## config.mk

```make
export PLATFORM = sky130hd
export DESIGN_NAME = sqr_regs
export DESIGN_NICKNAME = d
export VERILOG_FILES = /design/src/sqr_pkg.sv /design/src/sqr_regs.sv
export SDC_FILE = /design/constraint.sdc
export NUM_CORES = 1
export LEC_CHECK = 0
export ABC_AREA = 1
export BUFFER_PORTS_ARGS = -buffer_cell sky130_fd_sc_hd__clkbuf_2
export CAP_MARGIN = 15
export CORE_MARGIN = 4
export CORE_UTILIZATION = 38
export CTS_CLUSTER_SIZE = 25
export DETAILED_ROUTE_END_ITERATION = 16
export GPL_TIMING_DRIVEN = 0
export RECOVER_POWER = 100
export SYNTH_ARGS = -nofsm -noshare
export SYNTH_HDL_FRONTEND = slang
export SYNTH_SLANG_ARGS = --single-unit
```

## constraint.sdc

```tcl
create_clock -name clock_in -period 4.15 [get_ports clock_in]
set_input_delay 0.83 -clock clock_in [delete_from_list [all_inputs] [get_ports clock_in]]
set_output_delay 0.83 -clock clock_in [all_outputs]
set_load 0.005 [all_outputs]
```

## src/sqr_pkg.sv

```systemverilog
package sqr_pkg;

    localparam int          CLK_MHZ         = 250;
    localparam logic [7:0]  ADDR_FAULT_TMO  = 8'h0A;
    localparam logic [7:0]  ADDR_RAMP_12    = 8'h0B;
    localparam logic [7:0]  ADDR_RAMP_34    = 8'h0C;
    localparam logic [7:0]  ADDR_OC_THR     = 8'h0D;
    localparam logic [7:0]  ADDR_OC_CTRL    = 8'h0E;
    localparam logic [7:0]  ADDR_GATE_OC    = 8'h0F;
    localparam logic [7:0]  ADDR_PG_THR     = 8'h10;
    localparam logic [7:0]  ADDR_PD_LOCK    = 8'h13;
    localparam logic [7:0]  SHADOW_OFFSET   = 8'h20;
    localparam logic [7:0]  RESET_VALUE     = 8'h00;
    localparam int          LOCK_BIT        = 2;
    localparam int          NUM_REGS        = 8;

    // Times in microseconds, cycle counts derived from the clock rate
    localparam int          T_25US_US       = 25;
    localparam int          T_12M5_US       = 12500;
    localparam int          T_25M_US        = 25000;
    localparam int          T_50M_US        = 50000;
    localparam int          T_100M_US       = 100000;
    localparam int          T_200M_US       = 200000;
    localparam int          T_400M_US       = 400000;
    localparam int          T_1600M_US      = 1600000;
    localparam int          C_25US          = T_25US_US * CLK_MHZ;
    localparam int          C_12M5          = T_12M5_US * CLK_MHZ;
    localparam int          C_25M           = T_25M_US * CLK_MHZ;
    localparam int          C_50M           = T_50M_US * CLK_MHZ;
    localparam int          C_100M          = T_100M_US * CLK_MHZ;
    localparam int          C_200M          = T_200M_US * CLK_MHZ;
    localparam int          C_400M          = T_400M_US * CLK_MHZ;
    localparam int          C_1600M         = T_1600M_US * CLK_MHZ;

    // Thresholds in tenths of a percent
    localparam logic [9:0]  PCT_97_5        = 10'h3CF;
    localparam logic [9:0]  PCT_95_0        = 10'h3B6;
    localparam logic [9:0]  PCT_92_5        = 10'h39D;
    localparam logic [9:0]  PCT_90_0        = 10'h384;
    localparam logic [9:0]  PCT_87_5        = 10'h36B;

    typedef struct packed {
        logic [31:0]      fault_up_cycles;
        logic [31:0]      fault_down_cycles;
        logic [31:0]      oc_timeout_cycles;
        logic [31:0]      first_gate_delay_cycles;
        logic [3:0][3:0]  ramp_members;
        logic [3:0][9:0]  oc_threshold;
        logic [3:0][9:0]  pg_threshold;
        logic [3:0]       oc_monitor_en;
        logic             config_locked;
    } sqr_cfg_t;

    typedef struct packed {
        logic             wr_en;
        logic             rd_en;
        logic [7:0]       addr;
        logic [7:0]       wdata;
    } sqr_req_t;

endpackage

```

## src/sqr_regs.sv

```systemverilog
`timescale 1ns/10ps
`default_nettype none
// Functional notes
// - Fault-timer bits 7:6 select the power-up fault timeout of 25, 50, 100 or 200 ms.
// - Fault-timer bits 5:4 select the power-down fault timeout of 25, 50, 100 or 200 ms.
// - First ramp register bits 3:0 put rails one to four on ramp one, bits 7:4 on ramp two.
// - Second ramp register bits 3:0 put rails one to four on ramp three, bits 7:4 on ramp four.
// - Overcurrent thresholds are two bits per channel, codes giving 97.5, 95, 92.5 and 90 percent.
// - Overcurrent control bits 7:6 select a timeout of 12.5, 50, 100 or 200 ms.
// - Overcurrent control bits 5 to 2 enable monitoring on rails one to four, bits 1:0 unused.
// - Gate-delay bits 7:5 select the first gate delay from 25 us up to 1600 ms.
// - Gate-delay bits 3:0 show overcurrent on channels one to four, read-only at register address.
// - Power-good thresholds are two bits per channel, codes giving 95, 92.5, 90 and 87.5 percent.
// - A one in the lock bit of the pulldown/lock register locks the configuration registers.
module sqr_regs
    import sqr_pkg::*;
#(
    parameter int P_C_25US   = C_25US,
    parameter int P_C_12M5   = C_12M5,
    parameter int P_C_25M    = C_25M,
    parameter int P_C_50M    = C_50M,
    parameter int P_C_100M   = C_100M,
    parameter int P_C_200M   = C_200M,
    parameter int P_C_400M   = C_400M,
    parameter int P_C_1600M  = C_1600M
) (
    input  wire logic        clock_in,
    input  wire logic        resetn_in,
    input  wire sqr_req_t    req_in,
    output logic [7:0]       rdata_out,
    output logic             rvalid_out,
    input  wire logic        overcurrent_flag_one_in,
    input  wire logic        overcurrent_flag_two_in,
    input  wire logic        overcurrent_flag_three_in,
    input  wire logic        overcurrent_flag_four_in,
    output sqr_cfg_t         cfg_out
);

    logic             rst_meta_r;
    logic             rst_sync_r;
    logic [3:0]       oc_meta_r;
    logic [3:0]       oc_sync_r;
    logic [7:0]       reg_r     [NUM_REGS];
    logic [7:0]       reg_nxt   [NUM_REGS];
    logic [7:0]       shd_r     [NUM_REGS];
    logic [7:0]       shd_nxt   [NUM_REGS];
    logic [7:0]       rdata_r;
    logic [7:0]       rdata_nxt;
    logic             rvalid_r;
    logic             rvalid_nxt;
    logic [7:0]       live_addr;
    logic             is_shadow;
    logic [3:0]       ridx;
    logic [2:0]       idx;
    logic             hit;
    logic             locked;
    logic [3:0]       oc_flags;

    function automatic logic [3:0] reg_index(input logic [7:0] a);
        logic [3:0] r;
        r = 4'h8;
        if (a >= ADDR_FAULT_TMO && a <= ADDR_PG_THR) begin
            r = 4'(a - ADDR_FAULT_TMO);
        end else if (a == ADDR_PD_LOCK) begin
            r = 4'h7;
        end
        return r;
    endfunction

    // Bits the live register stores; reserved and unused bits read as zero
    function automatic logic [7:0] live_mask(input logic [2:0] i);
        logic [7:0] m;
        case (i)
            3'h0: m = 8'hF0;
            3'h4: m = 8'hFC;
            3'h5: m = 8'hE0;
            3'h7: m = 8'hFC;
            default: m = 8'hFF;
        endcase
        return m;
    endfunction

    function automatic logic [31:0] fault_tmo(input logic [1:0] c);
        logic [31:0] v;
        case (c)
            2'h0: v = 32'(P_C_25M);
            2'h1: v = 32'(P_C_50M);
            2'h2: v = 32'(P_C_100M);
            default: v = 32'(P_C_200M);
        endcase
        return v;
    endfunction

    function automatic logic [9:0] oc_thr(input logic [1:0] c);
        logic [9:0] v;
        case (c)
            2'h0: v = PCT_97_5;
            2'h1: v = PCT_95_0;
            2'h2: v = PCT_92_5;
            default: v = PCT_90_0;
        endcase
        return v;
    endfunction

    function automatic logic [9:0] pg_thr(input logic [1:0] c);
        logic [9:0] v;
        case (c)
            2'h0: v = PCT_95_0;
            2'h1: v = PCT_92_5;
            2'h2: v = PCT_90_0;
            default: v = PCT_87_5;
        endcase
        return v;
    endfunction

    always_ff @(posedge clock_in or negedge resetn_in) begin
        if (!resetn_in) begin
            rst_meta_r <= 1'b0;
            rst_sync_r <= 1'b0;
        end else begin
            rst_meta_r <= 1'b1;
            rst_sync_r <= rst_meta_r;
        end
    end

    // Overcurrent comparators are asynchronous to this clock
    always_ff @(posedge clock_in or negedge rst_sync_r) begin
        if (!rst_sync_r) begin
            oc_meta_r <= 4'h0;
            oc_sync_r <= 4'h0;
        end else begin
            oc_meta_r <= {overcurrent_flag_one_in, overcurrent_flag_two_in,
                          overcurrent_flag_three_in, overcurrent_flag_four_in};
            oc_sync_r <= oc_meta_r;
        end
    end

    assign locked    = reg_r[7][LOCK_BIT];
    assign is_shadow = (req_in.addr >= SHADOW_OFFSET);
    assign live_addr = is_shadow ? 8'(req_in.addr - SHADOW_OFFSET) : req_in.addr;
    // A call result cannot be bit-selected, so decode once into a net
    assign ridx      = reg_index(live_addr);
    assign hit       = ~ridx[3];
    assign idx       = ridx[2:0];
    // Disabled channels never report overcurrent
    assign oc_flags  = oc_sync_r & reg_r[4][5:2];

    always_comb begin
        for (int i = 0; i < NUM_REGS; i++) begin
            reg_nxt[i] = reg_r[i];
            shd_nxt[i] = shd_r[i];
        end
        rdata_nxt  = rdata_r;
        rvalid_nxt = 1'b0;
        // Lock register stays writable so software can unlock again
        if (req_in.wr_en && hit && (!locked || idx == 3'h7)) begin
            if (is_shadow) begin
                // Shadow keeps the whole byte, reserved bits as the host wrote them
                shd_nxt[idx] = req_in.wdata;
            end else begin
                // Flag bits are never stored at the live address
                reg_nxt[idx] = req_in.wdata & live_mask(idx);
            end
        end
        if (req_in.rd_en) begin
            rvalid_nxt = 1'b1;
            rdata_nxt  = 8'h00;
            if (hit && is_shadow) begin
                rdata_nxt = shd_r[idx];
            end else if (hit && idx == 3'h5) begin
                rdata_nxt = {reg_r[5][7:5], 1'b0, oc_flags};
            end else if (hit) begin
                rdata_nxt = reg_r[idx];
            end
        end
    end

    always_ff @(posedge clock_in or negedge rst_sync_r) begin
        if (!rst_sync_r) begin
            for (int i = 0; i < NUM_REGS; i++) begin
                reg_r[i] <= RESET_VALUE;
                shd_r[i] <= RESET_VALUE;
            end
            rdata_r  <= 8'h00;
            rvalid_r <= 1'b0;
        end else begin
            for (int i = 0; i < NUM_REGS; i++) begin
                reg_r[i] <= reg_nxt[i];
                shd_r[i] <= shd_nxt[i];
            end
            rdata_r  <= rdata_nxt;
            rvalid_r <= rvalid_nxt;
        end
    end

    assign rdata_out  = rdata_r;
    assign rvalid_out = rvalid_r;

    always_comb begin
        cfg_out.fault_up_cycles   = fault_tmo(reg_r[0][7:6]);
        cfg_out.fault_down_cycles = fault_tmo(reg_r[0][5:4]);
        for (int r = 0; r < 4; r++) begin
            // Bit 0 of each nibble is rail one
            cfg_out.ramp_members[r] = (r < 2) ? reg_r[1][r*4 +: 4]
                                              : reg_r[2][(r-2)*4 +: 4];
        end
        for (int c = 0; c < 4; c++) begin
            // Same encoding for every channel, channel one included
            cfg_out.oc_threshold[c] = oc_thr(reg_r[3][c*2 +: 2]);
            cfg_out.pg_threshold[c] = pg_thr(reg_r[6][c*2 +: 2]);
            cfg_out.oc_monitor_en[c] = reg_r[4][5 - c];
        end
        case (reg_r[4][7:6])
            2'h0: cfg_out.oc_timeout_cycles = 32'(P_C_12M5);
            2'h1: cfg_out.oc_timeout_cycles = 32'(P_C_50M);
            2'h2: cfg_out.oc_timeout_cycles = 32'(P_C_100M);
            default: cfg_out.oc_timeout_cycles = 32'(P_C_200M);
        endcase
        case (reg_r[5][7:5])
            3'h0: cfg_out.first_gate_delay_cycles = 32'(P_C_25US);
            3'h1: cfg_out.first_gate_delay_cycles = 32'(P_C_12M5);
            3'h2: cfg_out.first_gate_delay_cycles = 32'(P_C_25M);
            3'h3: cfg_out.first_gate_delay_cycles = 32'(P_C_50M);
            3'h4: cfg_out.first_gate_delay_cycles = 32'(P_C_100M);
            3'h5: cfg_out.first_gate_delay_cycles = 32'(P_C_200M);
            3'h6: cfg_out.first_gate_delay_cycles = 32'(P_C_400M);
            default: cfg_out.first_gate_delay_cycles = 32'(P_C_1600M);
        endcase
        cfg_out.config_locked = locked;
    end

endmodule
`default_nettype wire

```

==> key figures, run 1 <==
Run status
  – Run status: finished, violations left
  – Violations in the final reports: max-capacitance violations, max-slew violations

Final layout
  – Flip-flop and latch area: 0.00355 mm²
  – Final core utilization: 47.5%
  – Area of the multi-input gates: 0.00361 mm²
  – Synthesis-to-layout area growth: 23.1%
  – Fin nets: 1479
  – Leading cell type in the layout, fill and taps excluded: sky130_fd_sc_hd__nand2_1
  – Commonest cells after routing, fill and taps aside: sky130_fd_sc_hd__nand2_1, sky130_fd_sc_hd__dfrtp_1, sky130_fd_sc_hd__inv_1
  – Total of fill cells in the finished design: 2387
  – Proportion of layout cells with a drive suffix above 1: 22.3%
  – Ant. Diodes: 0

Drt
  – Via Count: 7850
  – Antenna-violating nets left: 0
  – Top sig layer: met4
  – Average detailed-routed wire length per instance: 15.4 µm
  – Total routed wire length on the met1 layer: 11.2 mm
  – Detailed-routed wire length on met3: 1.81 mm
  – Final wirelength: 26.6 mm
  – Drt first-iter violations: 570
  – DRC viols: 0
  – Average via count per standard cell: 4.56
  – Routed wire length on met2: 13.0 mm
  – Drt first pass iters: 6

Timing
  – Unrepaired setup endpoints after global routing: false
  – Number of failing setup endpoints in the final timing report: 0
  – Minimum clock period after layout: 3.43 ns
  – Final hold violation count: 0
  – FMAX: 0.291 GHz
  – Transition at the pin with the smallest max-transition slack: 1.73 ns
  – Setup TNS: 0 ns
  – Final slew viol count: 69
  – Period utilisation layout: 82.7%
  – Clock Skews: 0.00813 ns
  – Worst slew margin relative to its limit: -15.4%

Critical path
  – Number of buffer and inverter instances along the worst setup path: 5
  – Startpoint of the worst setup timing path: req_in[9]
  – Cell chain of the critical path: clkbuf_2 > inv_2 > ha_1 > inv_1 > nor2_1 > nand2_1 > nand2_1 > nand2_4 > nand2_1 > nand2_2 > nor2_1 > nand3_1 > a21boi_2 > nand2_1 > inv_2 > nand2_1 > clkbuf_1 > nand2_1 > o21ai_0
  – Arr. time, crit path: 3.71 ns
  – CP max stage cell: sky130_fd_sc_hd__nor2_1
  – Nature of the critical path endpoint: flop
  – Classification of the worst setup path: in2reg
  – Worst r2r src: rst_sync_r
  – Required time of the worst setup path: 4.43 ns
  – Startpoint kind of the worst setup timing path: input port
  – Cell family with the largest share of critical-path delay: simple AND/OR/NAND/NOR gates
  – Most common cell type on the critical path: sky130_fd_sc_hd__nand2_1
  – Largest stage delay on the critical path: 0.47 ns
  – Largest fanout on the critical path: 10

Floorplan
  – Core area: 0.0226 mm²
  – Initial standard-cell utilization of the core: 38.6%
  – FP Rows: 55
  – Die area: 0.0254 mm²
  – Chip width: 159 µm
  – Boundary pin count: 262
  – Vertical die dimension: 159 µm

Power
  – Static power due to leakage: 5.81 nW
  – Total power per unit cell area: 327 mW/mm²
  – Worst IR Drop VDD: 0.273 mV

Synthesis
  – Yosys Warn Count: 0
  – Number of distinct standard cells referenced by the synthesized netlist: 31
  – Yosys reg bits: 142
  – Mapped Cells: 1142
  – Post-Synthesis Mean Instance Area: 7.62 µm²
  – Mapped Area: 0.00871 mm²
  – Leading post-synthesis cells by cell area: sky130_fd_sc_hd__dfrtp_1, sky130_fd_sc_hd__nand2_1, sky130_fd_sc_hd__buf_4, sky130_fd_sc_hd__o21ai_1, sky130_fd_sc_hd__inv_1
  – Area share of the leading cell type in the synthesized netlist: 40.8%
  – Library cell with the largest summed area after synthesis: sky130_fd_sc_hd__dfrtp_1
  – Proportion of synthesized chip area in sequential cells: 40.8%

CTS
  – Number of hold buffers added after cts: 0
  – Sinks on Clock Net: 142
  – Setup bufs post-CTS: 0
  – Worst-Skew Late Latency: 0.43 ns
  – Number of buffers on the longest clock path: 2
  – Max H-tree Level: 4
  – Clock-pin slew on the worst setup and hold paths: 0.06 ns
  – Cell at the root of the clock tree: sky130_fd_sc_hd__clkbuf_16
  – Number of gates resized after cts: 0
  – Num CTS Buffers: 17
  – TritonCTS clock tree: built

Global route
  – Initial antenna violation count: 0
  – Via count of the first global-routing pass: 7417
  – Overflow left after global routing: 0
  – Total global-route track usage: 20.7%
  – Wire length of the first global-routing pass: 41.5 mm
  – Maximum number of pins on one net before global-route repair: 69

Place
  – Number of buffers inserted by port buffering: 190
  – Detailed-placement wirelength estimate: 20.7 mm
  – GP Congestion: 0.873

Job
  – Reported max-cap violation count: 1

Min path
  – Hold Path Class: in2async
[logic make-up after synthesis]
| group | count (synthesis) | synth area share (%) |
|---|---|---|
| xor gates and xnor gates | 1 | 0.101 |
| buffers and inverters | 303 | 19.6 |
| adders and majority gates | 32 | 4.60 |
| AOI/OAI and AO/OA | 157 | 9.53 |
| DFF | 142 | 40.8 |
| and+or+nand+nor | 505 | 25.3 |
| other | 2 | 0.0863 |
[through the flow]
step | power, mW | instances | setup WS, ns | area (µm²) | hold WS [ns]
after floorplan | 1.77 | 1212 | 1.45 | 8970 | 0.331
after global placement | 1.92 | 1687 | 0.706 | 10300 | 0.335
after global routing | 3.64 | 1721 | 0.451 | 10700 | 0.178
final | 3.50 | 1721 | 0.716 | 10700 | 0.176
after CTS | 3.54 | 1721 | 1.08 | 11000 | 0.164
after detailed placement | 1.93 | 1689 | 0.658 | 10300 | 0.207
[registers in the layout, summed over array words and instances (netlist names)]
register / count
shd_r: 64
reg_r: 38
cfg_out: 21
rdata_out: 8
oc_meta_r: 4
oc_sync_r: 4
rst_meta_r: 1
rst_sync_r: 1
rvalid_out: 1
[synthesized netlist by cell type]
cell type                    n
sky130_fd_sc_hd__conb_1      2
sky130_fd_sc_hd__nand2_2     8
sky130_fd_sc_hd__dfrtp_1   142
sky130_fd_sc_hd__buf_2      12
sky130_fd_sc_hd__inv_1     121
sky130_fd_sc_hd__o21ai_2     8
sky130_fd_sc_hd__nand2_1   306
sky130_fd_sc_hd__inv_2       6
sky130_fd_sc_hd__buf_4     131
sky130_fd_sc_hd__nor3_1      1
sky130_fd_sc_hd__ha_1       32
sky130_fd_sc_hd__nor2_2      1
sky130_fd_sc_hd__a21oi_1    17
sky130_fd_sc_hd__nand3_1    54
sky130_fd_sc_hd__clkbuf_1   22
sky130_fd_sc_hd__nor2_1     85
sky130_fd_sc_hd__nand3_2     3
sky130_fd_sc_hd__or2_2      16
sky130_fd_sc_hd__o21bai_1    1
sky130_fd_sc_hd__a21boi_2    1
sky130_fd_sc_hd__o21ai_0    28
sky130_fd_sc_hd__nor2_4      1
sky130_fd_sc_hd__nand4_1    11
sky130_fd_sc_hd__buf_6       8
sky130_fd_sc_hd__nor2_8      1
sky130_fd_sc_hd__nand3b_1    8
sky130_fd_sc_hd__xor2_1      1
sky130_fd_sc_hd__o21ai_1   100
sky130_fd_sc_hd__o211ai_1    2
sky130_fd_sc_hd__nand2_4    10
sky130_fd_sc_hd__clkinv_1    3
[cell type report]
class                   count  area share [%]
multi-input cells         767            33.7
plain buffers             173            11.3
flip-flops and latches    142            33.1
inverters                 130            4.55
clock inverters            12            1.47
clock buffers              20            4.35
repair buffers            192            8.20
well taps                 285            3.33
[report_power, final]
part	switching [mW]	internal (mW)	leakage, nW
sequential	0.0317	1.43	1.94
combinational	0.260	0.161	3.58
clock	0.620	0.996	0.299
total	0.911	2.59	5.81
[path summary, 6_finish.rpt]
kind | slack (ns) | end | cells after the start
worst min-delay path | 0.18 | rst_meta_r | 1
worst max-delay path | 0.72 | cfg_out[100] | 19
worst min register to register | 0.33 | shd_r[15] | 0
min in group clock_in | 0.35 | rst_sync_r | 0
worst max register to register | 1.35 | reg_r[25] | 2
max in group asynchronous | 1.35 | reg_r[25] | 2
[layer usage]
| layer | vias to the layer above | global-route usage, % |
|---|---|---|
| li1 | 3915 | - |
| met1 | 3630 | 26.1 |
| met5 | - | 0 |
| met3 | 34 | 4.45 |
| met2 | 271 | 35.7 |
| met4 | 0 | 6.15 |
(Power assumes the default switching activity.)
==> run 2, diff against run 1 <==
==> constraint.sdc (replaced) <==
create_clock -name clock_in -period 3.3 [get_ports clock_in]
set_input_delay 0.66 -clock clock_in [delete_from_list [all_inputs] [get_ports clock_in]]
set_output_delay 0.66 -clock clock_in [all_outputs]
set_load 0.005 [all_outputs]
==> key figures, run 2 (synthesis results as in run 1) <==
Final layout
  – Number of flip-flops under the largest register name: 64 (unchanged)
  – Proportion of layout cells with a drive suffix above 1: 22.1% (-0.15 points)
  – Final core utilization: 47.4% (-0.10 points)
  – Flip-flop and latch area: 0.00355 mm² (unchanged)
  – Total of fill cells in the finished design: 2394 (+0.29%)
  – Fin nets: 1480 (+0.068%)
  – Final standard cell count with taps included and fillers excluded: 1722 (+0.058%)
  – Area of the multi-input gates: 0.00363 mm² (+0.49%)
  – Leading cell type in the layout, fill and taps excluded: sky130_fd_sc_hd__nand2_1
  – Ant. Diodes: 0 (unchanged)
  – Register with the highest flop count: shd_r
  – Synthesis-to-layout area growth: 22.9%
  – Commonest cells after routing, fill and taps aside: sky130_fd_sc_hd__nand2_1, sky130_fd_sc_hd__dfrtp_1, sky130_fd_sc_hd__inv_1

Drt
  – Antenna-violating nets left: 0 (unchanged)
  – Drt first pass iters: 5 (-1)
  – Via Count: 7899 (+0.62%)
  – DRC viols: 0 (unchanged)
  – Average detailed-routed wire length per instance: 15.4 µm (about the same)
  – Average via count per standard cell: 4.59 (+0.57%)
  – Drt first-iter violations: 547 (-4.0%)
  – Final wirelength: 26.6 mm (about the same)

Min path
  – Hold Path Class: reg2async

Timing
  – Final Hold Slack: 0.289 ns (+0.112 ns)
  – Setup TNS: 0 ns (unchanged)
  – Final hold violation count: 0 (unchanged)
  – Worst slew margin relative to its limit: 3.08% (+18 points)
  – FMAX: 0.333 GHz
  – Unrepaired setup endpoints after global routing: false
  – Minimum clock period after layout: 3.01 ns
  – Number of failing setup endpoints in the final timing report: 0 (unchanged)
  – Period utilisation layout: 91.1%
  – Transition at the pin with the smallest max-transition slack: 1.45 ns (-0.277 ns)
  – Final slew viol count: 0 (-100%)
  – Clock Skews: 0.00757 ns (-0.000559 ns)
  – Post-route worst setup slack: 0.294 ns (-0.422 ns)

Floorplan
  – Chip width: 159 µm (unchanged)
  – Vertical die dimension: 159 µm (unchanged)
  – Core area: 0.0226 mm² (unchanged)
  – Die area: 0.0254 mm² (unchanged)
  – Initial standard-cell utilization of the core: 38.6% (unchanged)
  – FP Rows: 55 (unchanged)
  – Boundary pin count: 262 (unchanged)

Critical path
  – Largest stage delay on the critical path: 0.31 ns (-0.16 ns)
  – Cell family with the largest share of critical-path delay: simple AND/OR/NAND/NOR gates
  – Nature of the critical path endpoint: flop
  – Cell chain of the critical path: clkbuf_2 > inv_2 > ha_1 > inv_1 > nor2_1 > nand2_1 > nand2_4 > nand2_4 > nand2_1 > nand2_2 > nor2_4 > nand3_2 > a21boi_2 > nand2_1 > inv_1 > nand2_1 > buf_2 > nand2_1 > o21ai_0
  – Startpoint kind of the worst setup timing path: input port
  – Classification of the worst setup path: in2reg
  – CP max stage cell: sky130_fd_sc_hd__nand2_1
  – Number of buffer and inverter instances along the worst setup path: 5 (unchanged)
  – Required time of the worst setup path: 3.58 ns (-0.85 ns)
  – Arr. time, crit path: 3.29 ns (-0.42 ns)
  – Largest fanout on the critical path: 10 (unchanged)
  – Most common cell type on the critical path: sky130_fd_sc_hd__nand2_1

CTS
  – TritonCTS clock tree: built
  – Clock-pin slew on the worst setup and hold paths: 0.06 ns (about the same)
  – Num CTS Buffers: 17 (unchanged)
  – Number of buffers on the longest clock path: 2 (unchanged)
  – Sinks on Clock Net: 142 (unchanged)
  – Max H-tree Level: 4 (unchanged)
  – Cell at the root of the clock tree: sky130_fd_sc_hd__clkbuf_16
  – Number of gates resized after cts: 0 (unchanged)
  – Worst-Skew Late Latency: 0.43 ns (about the same)

Power
  – Total power per unit cell area: 412 mW/mm² (+26%)
  – Worst IR Drop VDD: 0.343 mV (+26%)
  – Static power due to leakage: 5.79 nW (-0.40%)

Place
  – Dpl ws: -0.0216 ns (-0.680 ns)
  – Placed Instances: 1689 (unchanged)
  – Detailed-placement wirelength estimate: 20.7 mm (unchanged)
  – GP Congestion: 0.873 (unchanged)
  – Number of buffers inserted by port buffering: 190 (unchanged)

Global route
  – Maximum number of pins on one net before global-route repair: 69 (unchanged)
  – Wire length of the first global-routing pass: 41.5 mm (+0.10%)
  – Total global-route track usage: 20.7% (about the same)
  – Via count of the first global-routing pass: 7428 (+0.15%)
  – Overflow left after global routing: 0 (unchanged)
  – Initial antenna violation count: 0 (unchanged)

Job
  – Reported max-cap violation count: 0 (-1)

Run status
  – Run status: finished clean
-- run 2: cell types whose count changed in the layout (fill, tap and decap cells not counted), sizes merged --
cell | previous run | this run
buf | 105 | 98
clkbuf | 280 | 287
dlygate4sd3 | 0 | 1
-- run 2: worst paths after layout --
path,start,cells after the start,slack [ns],endpoint
min in group clock_in,overcurrent_flag_three_in,1,0.33,oc_meta_r[1]
worst min register to register,rst_sync_r,0,0.29,shd_r[15]
max in group asynchronous,rst_sync_r,2,1.01,reg_r[25]
worst min-delay path,rst_sync_r,0,0.29,shd_r[15]
worst max register to register,rst_sync_r,2,1.01,reg_r[25]
worst max-delay path,req_in[9],19,0.29,reg_r[13]
-- run 2: repair_timing --
action | in CTS | in global routing
buffers inserted | 0 | 0
hold buffers | 1 | 0
hold endpoints to repair | 2 | 0
-- run 2: stage by stage --
| step | cell area, µm² | power (mW) |
|---|---|---|
| finish | 10700 | 4.40 |
| global route | 10700 | 4.59 |
| CTS | 11000 | 4.45 |
| detailed placement | 10300 | 2.42 |
| global placement | 10300 | 2.41 |
| floorplan | 8970 | 2.23 |
-- run 2: layer usage --
layer	up-vias	global-route usage (%)	wire, µm
met2	305	35.7	13000
met3	32	4.45	1920
met4	0	6.15	521
li1	3920	-	-
met1	3642	26.1	11100
met5	-	0	0
-- run 2: power breakdown --
part           internal [mW]  switching [mW]
logic                  0.204           0.330
registers               1.80          0.0392
clock network           1.25           0.776
-- run 2: final cells by class --
class | instances | area share (%)
timing repair buffer | 193 | 8.32
tap | 285 | 3.33
clock buffer | 20 | 4.36
buffer | 173 | 10.8
clock inverter | 12 | 1.47
sequential | 142 | 33.2
inverter | 130 | 4.56
multi-input combinational | 767 | 33.9
==> run 3, diff against run 2 <==
--- a/config.mk
+++ b/config.mk
@@ -9,10 +9,11 @@
 export BUFFER_PORTS_ARGS = -buffer_cell sky130_fd_sc_hd__clkbuf_2
 export CAP_MARGIN = 15
 export CORE_MARGIN = 4
-export CORE_UTILIZATION = 38
+export CORE_UTILIZATION = 44
 export CTS_CLUSTER_SIZE = 25
 export DETAILED_ROUTE_END_ITERATION = 16
 export GPL_TIMING_DRIVEN = 0
+export PLACE_DENSITY = 0.7
 export RECOVER_POWER = 100
 export SYNTH_ARGS = -nofsm -noshare
 export SYNTH_HDL_FRONTEND = slang
==> key figures, run 3 (synthesis results as in run 1) <==
CTS
  – Max H-tree Level: 4 (unchanged)
  – Cell at the root of the clock tree: sky130_fd_sc_hd__clkbuf_16
  – Setup bufs post-CTS: 0 (unchanged)
  – Num CTS Buffers: 17 (unchanged)
  – TritonCTS clock tree: built
  – Sinks on Clock Net: 142 (unchanged)
  – Number of buffers on the longest clock path: 2 (unchanged)
  – Worst-Skew Late Latency: 0.43 ns (about the same)
  – Clock-pin slew on the worst setup and hold paths: 0.06 ns (about the same)

Floorplan
  – Initial standard-cell utilization of the core: 44.7% (+6.2 points)
  – Vertical die dimension: 149 µm (-6.7%)
  – FP Rows: 51 (-7.3%)
  – Die area: 0.0221 mm² (-13%)
  – Core area: 0.0195 mm² (-14%)
  – Chip width: 149 µm (-6.7%)
  – Boundary pin count: 262 (unchanged)

Timing
  – Final slew viol count: 51 (+51)
  – Period utilisation layout: 94.1% (+3.0 points)
  – Transition at the pin with the smallest max-transition slack: 2.06 ns (+0.603 ns)
  – Minimum clock period after layout: 3.10 ns (+0.0993 ns)
  – Final hold violation count: 0 (unchanged)
  – Number of failing setup endpoints in the final timing report: 0 (unchanged)
  – Setup TNS: 0 ns (unchanged)
  – FMAX: 0.322 GHz (-3.2%)
  – Unrepaired setup endpoints after global routing: false
  – Worst slew margin relative to its limit: -37.1% (-40 points)
  – Clock Skews: 0.00935 ns (+0.00179 ns)

Global route
  – Total global-route track usage: 23.9% (+3.2 points)
  – Wire length of the first global-routing pass: 41.0 mm (-1.3%)
  – Initial antenna violation count: 0 (unchanged)
  – Maximum number of pins on one net before global-route repair: 55 (-20%)
  – Overflow left after global routing: 0 (unchanged)
  – Via count of the first global-routing pass: 7413 (-0.20%)

Final layout
  – Register with the highest flop count: shd_r
  – Number of flip-flops under the largest register name: 64 (unchanged)
  – Leading cell type in the layout, fill and taps excluded: sky130_fd_sc_hd__nand2_1
  – Synthesis-to-layout area growth: 22.9% (about the same)
  – Total of fill cells in the finished design: 1913 (-20%)
  – Flip-flop and latch area: 0.00355 mm² (unchanged)
  – Fin nets: 1480 (unchanged)
  – Ant. Diodes: 0 (unchanged)
  – Proportion of layout cells with a drive suffix above 1: 23.5% (+1.4 points)
  – Commonest cells after routing, fill and taps aside: sky130_fd_sc_hd__nand2_1, sky130_fd_sc_hd__dfrtp_1, sky130_fd_sc_hd__clkbuf_2
  – Area of the multi-input gates: 0.00364 mm² (+0.45%)

Job
  – Reported max-cap violation count: 1 (+1)

Critical path
  – Startpoint kind of the worst setup timing path: input port
  – Arr. time, crit path: 3.44 ns (+0.15 ns)
  – Worst-case register-to-register setup slack: 1.07 ns (+0.06 ns)
  – Classification of the worst setup path: in2reg
  – Required time of the worst setup path: 3.63 ns (+0.05 ns)
  – Nature of the critical path endpoint: flop
  – Largest fanout on the critical path: 10 (unchanged)

Power
  – Net Sw Power: 1.11 mW (-2.9%)
  – Clock share of power: 44.7% (-1.4 points)
  – Internal power: 3.20 mW (-1.8%)
  – Part of the power in combinational logic: 12.4% (+0.3 points)
  – Share of total power in sequential cells: 42.9% (+1.1 points)
  – Final Power: 4.31 mW (-2.1%)
  – Total power per unit cell area: 403 mW/mm² (-2.2%)
  – Share of total power consumed by net switching: 25.8% (-0.21 points)
  – Worst IR Drop VDD: 0.398 mV (+16%)
  – Static power due to leakage: 5.85 nW (+1.1%)

Drt
  – DRC viols: 0 (unchanged)
  – Antenna-violating nets left: 0 (unchanged)
  – Average detailed-routed wire length per instance: 15.5 µm (+0.38%)
  – Via Count: 7977 (+0.99%)
  – Average via count per standard cell: 4.69 (+2.2%)
  – Final wirelength: 26.4 mm (-0.79%)
  – Drt first pass iters: 5 (unchanged)
  – Drt first-iter violations: 690 (+26%)

Min path
  – Hold Path Class: in2reg

Run status
  – Run status: finished, violations left
  – Violations in the final reports: max-capacitance violations, max-slew violations

Place
  – GP Congestion: 0.950 (+8.8%)
  – Number of buffers inserted by port buffering: 190 (unchanged)
  – Detailed-placement wirelength estimate: 20.6 mm (-0.57%)
-- run 3: final timing paths --
check | from | endpoint | cells after the start
max in group asynchronous | rst_sync_r | cfg_out[90] | 2
min reg2reg | oc_meta_r[2] | oc_sync_r[2] | 0
max reg2reg | rst_sync_r | cfg_out[90] | 2
max | req_in[9] | reg_r[39] | 18
min in group asynchronous | resetn_in | rst_meta_r | 2
min | overcurrent_flag_one_in | oc_meta_r[3] | 1
-- run 3: timing repair --
action,in CTS,in global routing
resized for setup,0,0
hold buffers,1,0
hold endpoints to repair,2,0
-- run 3: metal layers --
metal	share of wire, %	vias to the layer above	global-route usage, %
li1	-	3915	-
met1	40	3679	30.6
met2	49	338	40.3
met3	8.5	45	4.91
met4	2.9	0	8.18
met5	0	-	0
-- run 3: critical path, stage by stage --
cell and delay (ns):
sky130_fd_sc_hd__clkbuf_2 0.14, sky130_fd_sc_hd__inv_2 0.14, sky130_fd_sc_hd__ha_1 0.16, sky130_fd_sc_hd__inv_1 0.03, sky130_fd_sc_hd__nor2_1 0.07, sky130_fd_sc_hd__nand2_1 0.09, sky130_fd_sc_hd__nand2_4 0.09, sky130_fd_sc_hd__nand2_4 0.06
sky130_fd_sc_hd__nand2_2 0.08, sky130_fd_sc_hd__nand2_2 0.07, sky130_fd_sc_hd__nor2_4 0.21, sky130_fd_sc_hd__nand3_2 0.13, sky130_fd_sc_hd__a21boi_0 0.30, sky130_fd_sc_hd__nand2_1 0.11, sky130_fd_sc_hd__inv_1 0.29, sky130_fd_sc_hd__nand2_1 0.28
sky130_fd_sc_hd__clkbuf_1 0.29, sky130_fd_sc_hd__o21ai_0 0.23
-- run 3: power groups by stage --
stage	Sequential [mW]	Clock (mW)	Combinational, mW
2_1_floorplan	1.88	0	0.347
3_3_place_gp	1.90	0	0.505
3_5_place_dp	1.88	0	0.538
4_1_cts	1.85	1.94	0.543
5_1_grt	1.86	2.03	0.603
6_report	1.85	1.93	0.536
-- run 3: layout make-up --
cell class,count,share of cell area (%)
Timing Repair Buffer,193,8.61
Inverter,130,4.56
Clock buffer,22,4.53
Sequential cell,142,33.2
Clock inverter,10,1.04
Multi-Input combinational cell,767,34.1
Buffer,173,10.9
Tap cell,265,3.10
-- run 3: stage by stage --
step | utilization (%) | instance area [µm²] | setup slack, ns | instances | hold WS (ns)
after CTS | 56.0 | 10900 | 0.435 | 1702 | 0.323
after floorplan | - | 8970 | 0.767 | 1212 | 0.331
after global routing | 55.0 | 10700 | 0.105 | 1702 | 0.312
after detailed placement | 52.9 | 10300 | 0.0236 | 1669 | 0.343
after global placement | 52.7 | 10300 | 0.0702 | 1667 | 0.335
final | 55.0 | 10700 | 0.195 | 1702 | 0.333
